<file path="src/twi_target_pkg.sv">
package twi_target_pkg;

  // ********************************************
  // Bus addresses and command codes
  // ********************************************
  localparam logic [6:0] ADDR_GND = 7'h48;        // 1001000b
  localparam logic [6:0] ADDR_VDD = 7'h49;        // 1001001b
  localparam logic [6:0] ADDR_SDA = 7'h4A;        // 1001010b
  localparam logic [6:0] ADDR_SCL = 7'h4B;        // 1001011b
  localparam logic [6:0] ADDR_GCALL = 7'h00;
  localparam logic [7:0] GC_RESET_CMD = 8'h06;
  localparam logic [4:0] HS_CODE_TOP = 5'h01;     // 00001xxxb, upper five bits
  localparam int HS_CODE_POS = 3;

  // ********************************************
  // Byte framing and register fields
  // ********************************************
  localparam logic [3:0] BIT_ACK = 4'h8;          // Rising edges before the ack clock
  localparam logic [3:0] BIT_DONE = 4'h9;         // Rising edges incl. the ack clock
  localparam int PTR_W = 2;
  localparam logic [PTR_W-1:0] PTR_RESET = 2'h0;
  localparam logic [PTR_W-1:0] PTR_CONV = 2'h0;
  localparam logic [PTR_W-1:0] PTR_CFG = 2'h1;
  localparam logic [PTR_W-1:0] PTR_LO = 2'h2;
  localparam logic [PTR_W-1:0] PTR_HI = 2'h3;
  localparam int REG_W = 16;

  // ********************************************
  // Timing
  // ********************************************
  localparam int CLK_HZ = 20_000_000;
  localparam int TIMEOUT_MS = 25;
  localparam int TIMEOUT_CYC = TIMEOUT_MS * (CLK_HZ / 1000);
  localparam int FILT_NS = 100;
  localparam int FILT_CYC = (FILT_NS * (CLK_HZ / 1_000_000)) / 1000;
  localparam int FILT_HS_NS = 50;
  localparam int FILT_HS_CYC = (FILT_HS_NS * (CLK_HZ / 1_000_000)) / 1000;
  localparam int FILT_CNT_W = 4;

  // ********************************************
  // Transaction states
  // ********************************************
  typedef enum logic [2:0] {
    ST_IDLE,
    ST_ADDR,
    ST_PTR,
    ST_GCMD,
    ST_DATA,
    ST_TX,
    ST_IGNORE
  } phase_t;

endpackage : twi_target_pkg

</file>
<file path="src/line_filter.sv">
`timescale 1ns/10ps
// Two-flop synchroniser followed by a stability filter
module line_filter
  import twi_target_pkg::*;
#(
  parameter int LEN_NORM = FILT_CYC,
  parameter int LEN_HS = FILT_HS_CYC
) (
  input wire logic ref_clk,
  input wire logic nrst,
  input wire logic raw,
  input wire logic hs,
  output logic level
);

  logic s1_q;
  logic s2_q;
  logic level_q;
  logic [FILT_CNT_W-1:0] cnt_q;
  logic [FILT_CNT_W-1:0] len;

  initial begin
    if (LEN_NORM < 1 || LEN_HS < 1 || LEN_NORM >= (1 << FILT_CNT_W) ||
        LEN_HS >= (1 << FILT_CNT_W)) begin
      $error("line_filter: filter lengths out of range");
    end
  end

  // Synchroniser; first stage feeds only the second
  always_ff @(posedge ref_clk or negedge nrst) begin
    if (!nrst) begin
      s1_q <= 1'b1;
      s2_q <= 1'b1;
    end else begin
      s1_q <= raw;
      s2_q <= s1_q;
    end
  end

  assign len = hs ? FILT_CNT_W'(LEN_HS) : FILT_CNT_W'(LEN_NORM);

  // New level accepted once stable for len samples
  always_ff @(posedge ref_clk or negedge nrst) begin
    if (!nrst) begin
      level_q <= 1'b1;
      cnt_q <= '0;
    end else if (s2_q == level_q) begin
      cnt_q <= '0;
    end else if (cnt_q >= len - 4'h1) begin
      level_q <= s2_q;
      cnt_q <= '0;
    end else begin
      cnt_q <= cnt_q + 4'h1;
    end
  end

  assign level = level_q;

endmodule : line_filter

</file>
<file path="src/twi_target.sv">
`timescale 1ns/10ps
module twi_target
  import twi_target_pkg::*;
#(
  parameter int TIMEOUT_CYCLES = TIMEOUT_CYC
) (
  input wire logic ref_clk,
  input wire logic nrst,
  input wire logic scl_i,
  input wire logic sda_i,
  output logic sda_o,
  output logic sda_oe_n,
  input wire logic strap_i,
  output logic [PTR_W-1:0] reg_sel,
  output logic reg_wr,
  output logic [REG_W-1:0] reg_wdata,
  input wire logic [REG_W-1:0] reg_rdata,
  output logic gc_reset,
  output logic hs_mode,
  output logic busy
);

  localparam int TO_W = 20;

  initial begin
    if (TIMEOUT_CYCLES < 1 || TIMEOUT_CYCLES >= (1 << TO_W)) begin
      $error("twi_target: TIMEOUT_CYCLES out of range");
    end
  end

  // ********************************************
  // Line conditioning and event detection
  // ********************************************
  logic scl_f;
  logic sda_f;
  logic strap_f;
  logic scl_prev_q;
  logic sda_prev_q;
  logic scl_rise;
  logic scl_fall;
  logic start_ev;
  logic stop_ev;
  logic hs_q;

  // Synchronise and filter both lines and the strap
  line_filter u_scl (.ref_clk(ref_clk), .nrst(nrst), .raw(scl_i), .hs(hs_q), .level(scl_f));
  line_filter u_sda (.ref_clk(ref_clk), .nrst(nrst), .raw(sda_i), .hs(hs_q), .level(sda_f));
  line_filter #(.LEN_NORM(1), .LEN_HS(1)) u_strap (
    .ref_clk(ref_clk),
    .nrst(nrst),
    .raw(strap_i),
    .hs(hs_q),
    .level(strap_f)
  );

  // Previous filtered levels for edge finding
  always_ff @(posedge ref_clk or negedge nrst) begin
    if (!nrst) begin
      scl_prev_q <= 1'b1;
      sda_prev_q <= 1'b1;
    end else begin
      scl_prev_q <= scl_f;
      sda_prev_q <= sda_f;
    end
  end

  // Clock edges and bus conditions
  assign scl_rise = scl_f && !scl_prev_q;
  assign scl_fall = !scl_f && scl_prev_q;
  assign start_ev = scl_f && scl_prev_q && sda_prev_q && !sda_f;
  assign stop_ev = scl_f && scl_prev_q && !sda_prev_q && sda_f;

  // ********************************************
  // Transaction state
  // ********************************************
  phase_t state_q;
  phase_t pend_q;
  logic [3:0] bit_cnt_q;
  logic [7:0] shift_q;
  logic [7:0] tx_q;
  logic [7:0] hi_q;
  logic [REG_W-1:0] rd_q;
  logic [PTR_W-1:0] ptr_q;
  logic sda_low_q;
  logic mack_q;
  logic byte_idx_q;
  logic wr_q;
  logic [REG_W-1:0] wdata_q;
  logic gc_q;
  logic [TO_W-1:0] idle_cnt_q;
  logic timeout;
  logic [6:0] own_addr;
  logic hi_seen_q;
  logic lo_seen_q;
  logic neq_sda_q;

  // Idle timer: cleared by any line activity
  always_ff @(posedge ref_clk or negedge nrst) begin
    if (!nrst) begin
      idle_cnt_q <= '0;
    end else if (state_q == ST_IDLE || scl_rise || scl_fall || sda_f != sda_prev_q) begin
      idle_cnt_q <= '0;
    end else if (!timeout) begin
      idle_cnt_q <= idle_cnt_q + 20'h00001;
    end
  end

  assign timeout = idle_cnt_q >= TO_W'(TIMEOUT_CYCLES);

  // Strap observation during each address byte
  always_ff @(posedge ref_clk or negedge nrst) begin
    if (!nrst) begin
      hi_seen_q <= 1'b0;
      lo_seen_q <= 1'b0;
      neq_sda_q <= 1'b0;
    end else if (start_ev) begin
      hi_seen_q <= 1'b0;
      lo_seen_q <= 1'b0;
      neq_sda_q <= 1'b0;
    end else if (state_q == ST_ADDR && bit_cnt_q < BIT_ACK) begin
      if (scl_rise) begin
        hi_seen_q <= hi_seen_q | strap_f;
        neq_sda_q <= neq_sda_q | (strap_f != sda_f);
      end
      if (scl_fall) begin
        lo_seen_q <= lo_seen_q | !strap_f;
      end
    end
  end

  // Decode strap connection to own address
  always_comb begin
    if (!hi_seen_q) begin
      own_addr = ADDR_GND;
    end else if (!lo_seen_q) begin
      own_addr = ADDR_VDD;
    end else if (!neq_sda_q) begin
      own_addr = ADDR_SDA;
    end else begin
      own_addr = ADDR_SCL;
    end
  end

  // High-speed filtering flag
  always_ff @(posedge ref_clk or negedge nrst) begin
    if (!nrst) begin
      hs_q <= 1'b0;
    end else if (stop_ev) begin
      hs_q <= 1'b0;
    end else if (state_q == ST_ADDR && scl_fall && bit_cnt_q == BIT_ACK &&
                 shift_q[7:HS_CODE_POS] == HS_CODE_TOP) begin
      hs_q <= 1'b1;
    end
  end

  // Bit counter and receive shifter
  always_ff @(posedge ref_clk or negedge nrst) begin
    if (!nrst) begin
      bit_cnt_q <= '0;
      shift_q <= '0;
      mack_q <= 1'b0;
    end else if (start_ev || stop_ev || timeout) begin
      bit_cnt_q <= '0;
    end else if (state_q != ST_IDLE) begin
      if (scl_rise) begin
        bit_cnt_q <= bit_cnt_q + 4'h1;
        if (bit_cnt_q < BIT_ACK) begin
          shift_q <= {shift_q[6:0], sda_f};
        end else begin
          mack_q <= !sda_f;
        end
      end else if (scl_fall && bit_cnt_q == BIT_DONE) begin
        bit_cnt_q <= '0;
      end
    end
  end

  // Byte decoding, acknowledge and transmit control
  always_ff @(posedge ref_clk or negedge nrst) begin
    if (!nrst) begin
      state_q <= ST_IDLE;
      pend_q <= ST_IDLE;
      sda_low_q <= 1'b0;
      tx_q <= '0;
      hi_q <= '0;
      rd_q <= '0;
      ptr_q <= PTR_RESET;
      byte_idx_q <= 1'b0;
      wr_q <= 1'b0;
      wdata_q <= '0;
      gc_q <= 1'b0;
    end else begin
      wr_q <= 1'b0;
      gc_q <= 1'b0;
      if (start_ev) begin
        state_q <= ST_ADDR;
        sda_low_q <= 1'b0;
      end else if (stop_ev || timeout) begin
        state_q <= ST_IDLE;
        sda_low_q <= 1'b0;
      end else if (scl_fall && bit_cnt_q == BIT_ACK) begin
        // Eighth bit done: decide acknowledge for received bytes
        unique case (state_q)
          ST_ADDR: begin
            if (shift_q[7:1] == own_addr) begin
              sda_low_q <= 1'b1;
              pend_q <= shift_q[0] ? ST_TX : ST_PTR;
              rd_q <= reg_rdata;
            end else if (shift_q[7:1] == ADDR_GCALL && !shift_q[0]) begin
              sda_low_q <= 1'b1;
              pend_q <= ST_GCMD;
            end else begin
              sda_low_q <= 1'b0;
              pend_q <= ST_IGNORE;
            end
          end
          ST_PTR: begin
            ptr_q <= shift_q[PTR_W-1:0];
            sda_low_q <= 1'b1;
            byte_idx_q <= 1'b0;
            pend_q <= ST_DATA;
          end
          ST_GCMD: begin
            sda_low_q <= 1'b1;
            if (shift_q == GC_RESET_CMD) begin
              gc_q <= 1'b1;
              ptr_q <= PTR_RESET;
            end
            pend_q <= ST_IGNORE;
          end
          ST_DATA: begin
            sda_low_q <= 1'b1;
            if (!byte_idx_q) begin
              hi_q <= shift_q;
              byte_idx_q <= 1'b1;
              pend_q <= ST_DATA;
            end else begin
              wr_q <= 1'b1;
              wdata_q <= {hi_q, shift_q};
              pend_q <= ST_IGNORE;
            end
          end
          ST_TX: begin
            sda_low_q <= 1'b0;
          end
          ST_IGNORE, ST_IDLE: begin
            sda_low_q <= 1'b0;
          end
        endcase
      end else if (scl_fall && bit_cnt_q == BIT_DONE) begin
        // Ack clock done: release or load next transmit byte
        if (state_q == ST_TX) begin
          if (mack_q && !byte_idx_q) begin
            byte_idx_q <= 1'b1;
            tx_q <= {rd_q[6:0], 1'b0};
            sda_low_q <= !rd_q[7];
          end else begin
            state_q <= ST_IGNORE;
            sda_low_q <= 1'b0;
          end
        end else if (state_q == ST_ADDR && pend_q == ST_TX) begin
          state_q <= ST_TX;
          byte_idx_q <= 1'b0;
          tx_q <= {rd_q[14:8], 1'b0};
          sda_low_q <= !rd_q[15];
        end else begin
          state_q <= (state_q == ST_IGNORE) ? ST_IGNORE : pend_q;
          sda_low_q <= 1'b0;
        end
      end else if (scl_fall && state_q == ST_TX && bit_cnt_q < BIT_ACK) begin
        // Next bit shifted out while clock is low
        sda_low_q <= !tx_q[7];
        tx_q <= {tx_q[6:0], 1'b0};
      end
    end
  end

  // ********************************************
  // Outputs
  // ********************************************
  // Open drain: only ever pull low; clock line has no driver at all
  assign sda_o = 1'b0;
  assign sda_oe_n = !sda_low_q;
  assign reg_sel = ptr_q;
  assign reg_wr = wr_q;
  assign reg_wdata = wdata_q;
  assign gc_reset = gc_q;
  assign hs_mode = hs_q;
  assign busy = state_q != ST_IDLE;

endmodule : twi_target

</file>
<file path="config.mk">
export PLATFORM = sky130hd
export DESIGN_NAME = twi_target
export DESIGN_NICKNAME = d
export VERILOG_FILES = /design/src/twi_target_pkg.sv /design/src/line_filter.sv /design/src/twi_target.sv
export SDC_FILE = /design/constraint.sdc
export NUM_CORES = 1
export LEC_CHECK = 0
export ABC_AREA = 0
export ABC_CLOCK_PERIOD_IN_PS = 2300
export BUFFER_PORTS_ARGS = -buffer_cell sky130_fd_sc_hd__buf_2
export CORE_UTILIZATION = 50
export DETAILED_ROUTE_END_ITERATION = 12
export GPL_ROUTABILITY_DRIVEN = 0
export PLACE_DENSITY = 0.81
export SLEW_MARGIN = 15
export SYNTH_ARGS = -nofsm -noshare
export SYNTH_HDL_FRONTEND = slang
export SYNTH_SLANG_ARGS = --single-unit
</file>
<file path="constraint.sdc">
create_clock -name ref_clk -period 2.3 [get_ports ref_clk]
set_input_delay 0.46 -clock ref_clk [delete_from_list [all_inputs] [get_ports ref_clk]]
set_output_delay 0.46 -clock ref_clk [all_outputs]
set_load 0.01 [all_outputs]
</file>
==> results of run 1 <==
[state kept, by name (all words and copies together), names as in the netlist, 3 cells and up]
register	flops
bit_cnt_q	4
u_scl.cnt_q	4
state_q	3
shift_q	8
idle_cnt_q	20
rd_q	16
tx_q	7
reg_wdata	16
u_sda.cnt_q	4
pend_q	3
hi_q	8
[cells in the mapped netlist (3+ instances only)]
cell type / count / area, um2
nor4_1: 6 / 37.5
o21ai_0: 17 / 85.1
and3_1: 9 / 56.3
nor3_1: 10 / 50.1
nand2b_1: 10 / 62.6
dfstp_2: 11 / 289
inv_1: 20 / 75.1
nand3_1: 12 / 60.1
buf_2: 5 / 25.0
nand4_1: 8 / 50.1
a31oi_1: 5 / 31.3
xor2_1: 5 / 43.8
mux2_2: 50 / 563
clkbuf_1: 13 / 48.8
and2_1: 5 / 31.3
mux2_4: 10 / 150
or3_1: 5 / 31.3
a21oi_1: 21 / 105
dfrtp_1: 104 / 2600
nand2_1: 33 / 124
mux2i_1: 8 / 80.1
or4_1: 3 / 22.5
ha_1: 9 / 113
and4_1: 3 / 26.3
o31ai_1: 4 / 30.0
xnor2_1: 13 / 114
nor2_1: 38 / 143
[per-layer routing]
layer	vias to the layer above	GRT usage	wire (um)
met2	147	0.364	5780
met3	27	0.0515	560
met1	2013	0.275	5010
met5	-	0	0
met4	0	0.117	282
li1	1889	-	-
[what timing repair did]
action                     4_1_cts  5_1_grt
setup endpoints to repair        0        7
hold buffers                     1        0
resized for setup                0        2
hold endpoints to repair        20        0
[power by group through the flow]
stage / clock network, W / logic (W) / registers, W
after floorplan: 0 / 0.000763 / 0.00240
after global placement: 0 / 0.00106 / 0.00244
after detailed placement: 0 / 0.00112 / 0.00247
after CTS: 0.00228 / 0.00113 / 0.00243
after global routing: 0.00240 / 0.00126 / 0.00247
final: 0.00225 / 0.00113 / 0.00243
[cell type report]
cell class / instances / area, um2
fill: 833 / 4280
sequential: 115 / 2890
multi-input combinational: 332 / 2460
clock buffer: 26 / 478
timing repair buffer: 71 / 443
tap: 140 / 175
inverter: 20 / 75.1
clock inverter: 6 / 32.5
[final timing paths]
kind | end | slack, ps | startpoint
worst max register to register | tx_q[3] | 90 | state_q[1]
worst min register to register | u_sda.s2_q | 360 | u_sda.s1_q
worst min-delay path | u_scl.s1_q | 40 | scl_i
max in group asynchronous | u_strap.s2_q | 1140 | nrst
min in group asynchronous | reg_wdata[11] | 370 | nrst
worst max-delay path | tx_q[3] | 90 | state_q[1]
[cell families after synthesis]
| group | count (synthesis) | synth area share |
|---|---|---|
| compound gates | 75 | 0.0923 |
| mux | 68 | 0.143 |
| fa+ha+maj | 9 | 0.0203 |
| xor+xnor | 18 | 0.0284 |
| other cells | 1 | 0.000677 |
| simple gates | 159 | 0.157 |
| buf+inv | 43 | 0.0359 |
| flops | 115 | 0.522 |
[through the flow]
| step | hold WS [ps] | util | instances | setup slack [ps] | power, W |
|---|---|---|---|---|---|
| floorplan | 164 | - | 490 | 106 | 0.00316 |
| global placement | 346 | 0.557 | 677 | 148 | 0.00351 |
| detailed placement | 349 | 0.557 | 677 | 82.5 | 0.00359 |
| CTS | 21.1 | 0.605 | 710 | 68.7 | 0.00584 |
| global route | 24.9 | 0.605 | 710 | 20.7 | 0.00612 |
| finish | 37.2 | 0.605 | 710 | 94.8 | 0.00582 |
==> qor.txt, run 1 <==
clock tree buffer depth: 2
Tcrit/Tclk final: 0.959
DP Area: 6030 um2
final wirelength: 11600 um
global route total overflow: 0
CTS tree: done
Max Transition Viols Final: 0
hpwl dp: 8060 um
number of synthesized register bits: 115
I/O Buffers: 43
EDFF count, synth: 0
share of cells above drive strength 1: 0.319
synthesized instance count: 488
Antenna Nets Post-Route: 0
initial antenna violation count: 0
clock network power share: 0.387
Final Setup Violations: 0
Nets: 587
most frequent cells in the layout: dfrtp_1, mux2_2, buf_2, nor2_1, nand2_1
DR DRC count: 0
vias in the first global route: 4161
Crit path arrival time: 2600 ps
Top delay family on crit path: simple AND/OR/NAND/NOR gates
Psw: 0.00172 W
critical path class: reg -> reg
gr usage total: 0.223
Ys Warns: 0
Combinational Power Share: 0.195
Leak: 3.09 nW
die height: 107 um
Mapped Avg Cell Area: 11.4 um2
row cnt: 38
max_cap viols: 0
largest net degree at the start of global routing: 96
Netlist cell types: 72
sequential area share after synthesis: 0.522
Top FF cell, synth: dfrtp_1
worst hold path type: in -> reg
status: complete, no violations
initial drt markers: 248
worst slew pin tran: 646 ps
worst-path cell chain: or3b_1, nor3_4, a31oi_1, a2111oi_4, buf_4, mux2_2
Die W: 107 um
htree depth: 4
per-cell routed wire length: 16.4 um
worst vdd ir: 393 uV
Root Buffer: clkbuf_8
crit path buf inv count: 1
CP max stage cell: or3b_1
Fin. Hold Viols: 0
cell area after synthesis: 5540 um2
Stages on worst setup path: 6
clock slew at reported path FFs: 60 ps
hold depth: 1
clk_skew: 6.78 ps
DR vias/cell: 5.74
pwr/cell area: 887 nW/um2
register share of total power: 0.418
Sw Ratio: 0.295
die area: 11500 um2
Inserted Diodes: 0
via count: 4076
Worst EP required: 2700 ps
first-pass GRT wire length: 19800 um
asr flop ratio synth: 1.00
Setup Buffers After CTS: 0
Starting Density: 0.511
clock tree sinks: 115
CP Launch Type: flop
R2R depth: 6
Area growth syn-to-layout: 18.4%
most common cell after layout, fill and taps aside: dfrtp_1
Pint: 0.00410 W
Tmin final: 2210 ps
cell area after layout: 6560 um2
FMAX: 453 MHz
Pre-antenna DRT Iters: 5
Worst slew margin: 0.565
crit-path max FO: 7
slowest stage delay, CP: 440 ps
Inserted Clock Buffers: 17
Ports: 45
RSZ-0062 raised after global routing: no
critical path endpoint category: flop
setup TNS: 0 ps
Core Area: 10800 um2
Worst-Skew Late Latency: 520 ps
No activity file was read; power rests on OpenSTA's default activity.
==> run 2: changes to the inputs <==
Settings changed: CORE_ASPECT_RATIO set to 1.4, CORE_UTILIZATION 50 to 45, PLACE_DENSITY 0.81 to 0.75, SETUP_SLACK_MARGIN set to 0.02.
==> run 2 against run 1 <==
Register-to-register slack improved by 20 ps. Non-clock buffer count fell by 3. Combinational power barely moved. Power rose by 5.7%. Wire length fell by 1.8%. Maximum frequency rose by 0.77%. First-iteration DRC count fell by 15%. Sequential share of layout area fell by 0.48 points. Count of clock-buffer cells in the layout fell by 7. Flip-flop and latch count did not move.
==> qor.txt, run 2 (synthesis results as in run 1) <==
Worst-Skew Late Latency: 410 ps (was 520 ps)
clock tree buffer depth: 2 (unchanged)
hpwl dp: 7900 um (was 8060 um)
# fillers: 983 (was 833)
Final Hold Slack: 112 ps (was 37.2 ps)
Starting Density: 0.464 (was 0.511)
Die W: 95.8 um (was 107 um)
worst slew pin tran: 659 ps (was 646 ps)
crit-path max FO: 16 (was 7)
max_cap viols: 0 (unchanged)
per-cell routed wire length: 16.0 um (was 16.4 um)
most frequent cells in the layout: dfrtp_1, mux2_2, buf_2, nor2_1, nand2_1 (unchanged)
Area growth syn-to-layout: 19.7% (was 18.4%)
Final Setup Violations: 0 (unchanged)
Layout Cells excl Fill: 714 (was 710)
most common cell after layout, fill and taps aside: dfrtp_1 (unchanged)
FMAX: 457 MHz (was 453 MHz)
htree depth: 4 (unchanged)
critical path endpoint category: flop (unchanged)
Nets: 584 (was 587)
setup TNS: 0 ps (unchanged)
first-pass GRT wire length: 19300 um (was 19800 um)
initial antenna violation count: 0 (unchanged)
CP Launch Type: flop (unchanged)
Core Area: 11900 um2 (was 10800 um2)
Leak: 3.10 nW (was 3.09 nW)
Ports: 45 (unchanged)
Tmin final: 2190 ps (was 2210 ps)
Top reg by flops: idle_cnt_q (unchanged)
die height: 133 um (was 107 um)
Worst slew margin: 0.556 (was 0.565)
CTS tree: done (unchanged)
critical path class: reg -> reg (unchanged)
Antenna Nets Post-Route: 0 (unchanged)
Inserted Clock Buffers: 17 (unchanged)
Crit path arrival time: 2470 ps (was 2600 ps)
initial drt markers: 212 (was 248)
worst hold path type: in -> async (was in -> reg)
share of cells above drive strength 1: 0.328 (was 0.319)
Max Transition Viols Final: 0 (unchanged)
largest net degree at the start of global routing: 116 (was 96)
clk_skew: 9.85 ps (was 6.78 ps)
Root Buffer: clkbuf_16 (was clkbuf_8)
Register Area: 2890 um2 (unchanged)
Inserted Diodes: 0 (unchanged)
Worst EP required: 2590 ps (was 2700 ps)
RSZ-0062 raised after global routing: no (unchanged)
worst vdd ir: 697 uV (was 393 uV)
I/O Buffers: 43 (unchanged)
final wirelength: 11400 um (was 11600 um)
pwr/cell area: 927 nW/um2 (was 887 nW/um2)
Fin. Hold Viols: 0 (unchanged)
global route total overflow: 0 (unchanged)
status: complete, no violations (unchanged)
via count: 3920 (was 4076)
DR vias/cell: 5.49 (was 5.74)
row cnt: 47 (was 38)
Pre-antenna DRT Iters: 4 (was 5)
Tcrit/Tclk final: 0.951 (was 0.959)
vias in the first global route: 4080 (was 4161)
clock tree sinks: 115 (unchanged)
flip-flop count of the largest register after layout: 20 (unchanged)
die area: 12800 um2 (was 11500 um2)
clock slew at reported path FFs: 60 ps (about the same)
area of the multi-input gates: 2470 um2 (was 2460 um2)
gr usage total: 0.197 (was 0.223)
DR DRC count: 0 (unchanged)
Placed Cells: 682 (was 677)
run 2: per-layer routing:
metal / vias up / GRT usage / share of wire
met5: - / 0 / 0
met4: 0 / 0.0904 / 0.031
met3: 25 / 0.0508 / 0.040
met2: 106 / 0.323 / 0.52
met1: 1914 / 0.241 / 0.41
li1: 1875 / - / -
run 2: final cells by class:
cell class              instances  share of cell area
repair buffers                 68              0.0636
clock inverters                13              0.0226
clock buffers                  19              0.0668
inverters                      20              0.0113
flip-flops and latches        115               0.436
multi-input cells             332               0.372
well taps                     147              0.0277
run 2: through the flow:
step	cell area (um2)	total power, W	util	setup WS [ps]
detailed placement	6030	0.00355	0.505	93.5
finish	6630	0.00615	0.556	112
floorplan	5550	0.00316	-	106
global placement	6030	0.00350	0.505	147
global route	6630	0.00643	0.556	20.3
CTS	6620	0.00619	0.555	86.3
run 2: path summary, 6_finish.rpt:
check / end / from / slack (ps) / cells past startpoint
min in group ref_clk: u_sda.s1_q / sda_i / 150 / 1
max in group asynchronous: idle_cnt_q[7] / nrst / 1700 / 2
setup reg to reg: rd_q[6] / shift_q[6] / 110 / 5
hold reg to reg: u_sda.s2_q / u_sda.s1_q / 350 / 0
hold / removal: idle_cnt_q[15] / nrst / 110 / 2
setup / recovery: rd_q[6] / shift_q[6] / 110 / 5
run 2: worst max-delay path, stage by stage (launching register included):
cell and delay, ps:
dfrtp_1 440, or3_4 370, nor2_1 140, nand4b_2 160, or4_4 600, mux2_4 350
run 2: power by group:
group          total (W)  switching, W  internal [W]  leakage [nW]
registers        0.00244      0.000211       0.00223          1.51
logic            0.00110      0.000634      0.000467          1.32
clock network    0.00261      0.000969       0.00164         0.273
run 2: what timing repair did:
action | 4_1_cts | 5_1_grt
gates resized for setup | 0 | 4
hold buffers | 0 | 0
setup buffers | 0 | 0
endpoints found under the setup margin | 0 | 34
==> run 3: changes to the inputs <==
Settings changed: SYNTH_HIERARCHICAL set to 1.
==> run 3 against run 2 <==
Critical path depth unchanged. Clock skew decreased by 3.7 ps. Sequential share of layout area increased by 1.0 points. Design area decreased by 2.3%. Die area decreased by 2.5%. Largest cell class unchanged. Largest power group unchanged.
==> qor.txt, run 3 <==
global route total overflow: 0 (unchanged)
Antenna Nets Post-Route: 0 (unchanged)
per-cell routed wire length: 15.9 um (was 16.0 um)
DR DRC count: 0 (unchanged)
Starting Density: 0.459 (was 0.464)
initial drt markers: 253 (was 212)
first-pass GRT wire length: 18900 um (was 19300 um)
initial antenna violation count: 0 (unchanged)
Top FF cell, synth: dfrtp_1 (unchanged)
Mapped Avg Cell Area: 11.5 um2 (was 11.4 um2)
Worst slew margin: 0.580 (was 0.556)
sequential area share after synthesis: 0.536 (was 0.522)
total power: 0.00603 W (was 0.00615 W)
setup TNS: 0 ps (unchanged)
Fin. Hold Viols: 0 (unchanged)
status: complete, no violations (unchanged)
met3 global-route usage: 0.0538 (was 0.0508)
worst slew pin tran: 630 ps (was 659 ps)
synthesized instance count: 468 (was 488)
Top reg by flops: idle_cnt_q (unchanged)
gr usage total: 0.198 (was 0.197)
EDFF count, synth: 0 (unchanged)
final wirelength: 11000 um (was 11400 um)
grt peak-use layer: met2 (unchanged)
Setup Buffers After CTS: 0 (unchanged)
Netlist cell types: 66 (was 72)
Post-synth top cells: dfrtp_1, mux2_2, nor2_1 (unchanged)
clk_skew: 6.15 ps (was 9.85 ps)
top cell type's share of synthesized area: 0.482 (was 0.470)
M1 GR Usage: 0.224 (was 0.241)
Core Util, Final: 0.551 (was 0.556)
vias in the first global route: 3984 (was 4080)
Tmin final: 2140 ps (was 2190 ps)
Final Setup Violations: 0 (unchanged)
clock tree sinks: 115 (unchanged)
clock tree buffer depth: 2 (unchanged)
clock slew at reported path FFs: 50 ps (was 60 ps)
RSZ-0062 raised after global routing: no (unchanged)
die height: 132 um (was 133 um)
via count: 3743 (was 3920)
htree depth: 4 (unchanged)
Final Hold Slack: 148 ps (was 112 ps)
top post-synthesis cells by area: dfrtp_1, mux2_2, dfstp_2, mux2_4, a21oi_1 (was dfrtp_1, mux2_2, dfstp_2, mux2_4, nor2_1)
CTS tree: done (unchanged)
Inserted Diodes: 0 (unchanged)
max_cap viols: 0 (unchanged)
die area: 12400 um2 (was 12800 um2)
Crit path arrival time: 2430 ps (was 2470 ps)
asr flop ratio synth: 1.00 (unchanged)
crit-path max FO: 8 (was 16)
cell accounting for the most synthesized area: dfrtp_1 (unchanged)
critical path endpoint category: flop (unchanged)
Ys Warns: 6 (was 0)
cell area after synthesis: 5400 um2 (was 5540 um2)
worst hold path type: in -> reg (was in -> async)
Max Transition Viols Final: 0 (unchanged)
Die W: 94.6 um (was 95.8 um)
worst vdd ir: 621 uV (was 697 uV)
Tcrit/Tclk final: 0.931 (was 0.951)
critical path class: reg -> reg (unchanged)
most common cell after layout, fill and taps aside: dfrtp_1 (unchanged)
I/O Buffers: 43 (unchanged)
Worst EP required: 2590 ps (about the same)
Area growth syn-to-layout: 20.1% (was 19.7%)
share of cells above drive strength 1: 0.338 (was 0.328)
Root Buffer: clkbuf_16 (unchanged)
most frequent cells in the layout: dfrtp_1, mux2_2, buf_2, nor2_1, nand2_1 (unchanged)
FMAX: 467 MHz (was 457 MHz)
DR vias/cell: 5.42 (was 5.49)
largest net degree at the start of global routing: 62 (was 116)
Ports: 45 (unchanged)
Worst-Skew Late Latency: 410 ps (about the same)
pwr/cell area: 930 nW/um2 (was 927 nW/um2)
Core Area: 11800 um2 (was 11900 um2)
Pre-antenna DRT Iters: 4 (unchanged)
row cnt: 47 (unchanged)
hpwl dp: 7750 um (was 7900 um)
CP Launch Type: flop (unchanged)
Leak: 2.99 nW (was 3.10 nW)
Inserted Clock Buffers: 17 (unchanged)
met2 usage: 0.345 (was 0.323)
most frequent cell after synthesis: dfrtp_1 (unchanged)
Post-Syn Nets: 498
number of synthesized register bits: 115 (unchanged)
Nets: 561 (was 584)
flip-flop count of the largest register after layout: 20 (unchanged)
## run 3: logic make-up after synthesis
family	Yosys count	share of synthesized area
AOI/OAI and AO/OA	79	0.0916
adders and majority gates	9	0.0209
xor gates and xnor gates	15	0.0243
and+or+nand+nor	138	0.143
buffers and inverters	40	0.0352
DFF	115	0.536
other	3	0.00209
muxes	69	0.148
## run 3: metrics by stage
stage | instances | cell area [um2] | setup slack (ps)
after floorplan | 468 | 5400 | 254
after global placement | 658 | 5870 | 197
after detailed placement | 658 | 5870 | 138
after CTS | 691 | 6470 | 128
after global routing | 691 | 6480 | 26.7
final | 691 | 6480 | 159
## run 3: layout make-up
class | instances | area, um2
clock buffers | 18 | 439
flip-flops and latches | 115 | 2890
fillers | 987 | 5280
multi-input cells | 313 | 2330
clock inverters | 14 | 153
well taps | 147 | 184
inverters | 18 | 67.6
repair buffers | 66 | 418
## run 3: path summary, 6_finish.rpt
kind / from / end / slack (ps) / depth (start not counted)
setup / recovery: state_q[0] / tx_q[1] / 160 / 5
hold / removal: strap_i / u_strap/s1_q / 150 / 1
setup reg to reg: state_q[0] / tx_q[1] / 160 / 5
hold reg to reg: u_scl/s1_q / u_scl/s2_q / 350 / 0
max in group asynchronous: nrst / idle_cnt_q[0] / 1080 / 3
min in group asynchronous: nrst / rd_q[14] / 510 / 2
## run 3: repair_timing
action	CTS	global route
endpoints found under the setup margin	0	8
endpoints found under the hold margin	25	0
hold buffers	1	0
gates resized for setup	0	4
## run 3: per-layer routing
| metal | part of all wire | up-vias |
|---|---|---|
| li1 | - | 1797 |
| met1 | 0.39 | 1842 |
| met2 | 0.55 | 82 |
| met3 | 0.036 | 22 |
| met4 | 0.023 | 0 |
| met5 | 0 | - |
## run 3: critical path, cell delays in order (launching register included)
cell and delay, ps:
dfrtp_1 460, nand3b_1 130, or3b_4 440, a21o_1 190
a211o_1 450, mux2_4 350
## run 3: report_power, final
part           switching [W]  internal (W)  total, W  leakage, nW
Sequential          0.000274       0.00223   0.00250         1.51
Combinational       0.000505      0.000424  0.000929         1.19
Clock               0.000959       0.00163   0.00259        0.291
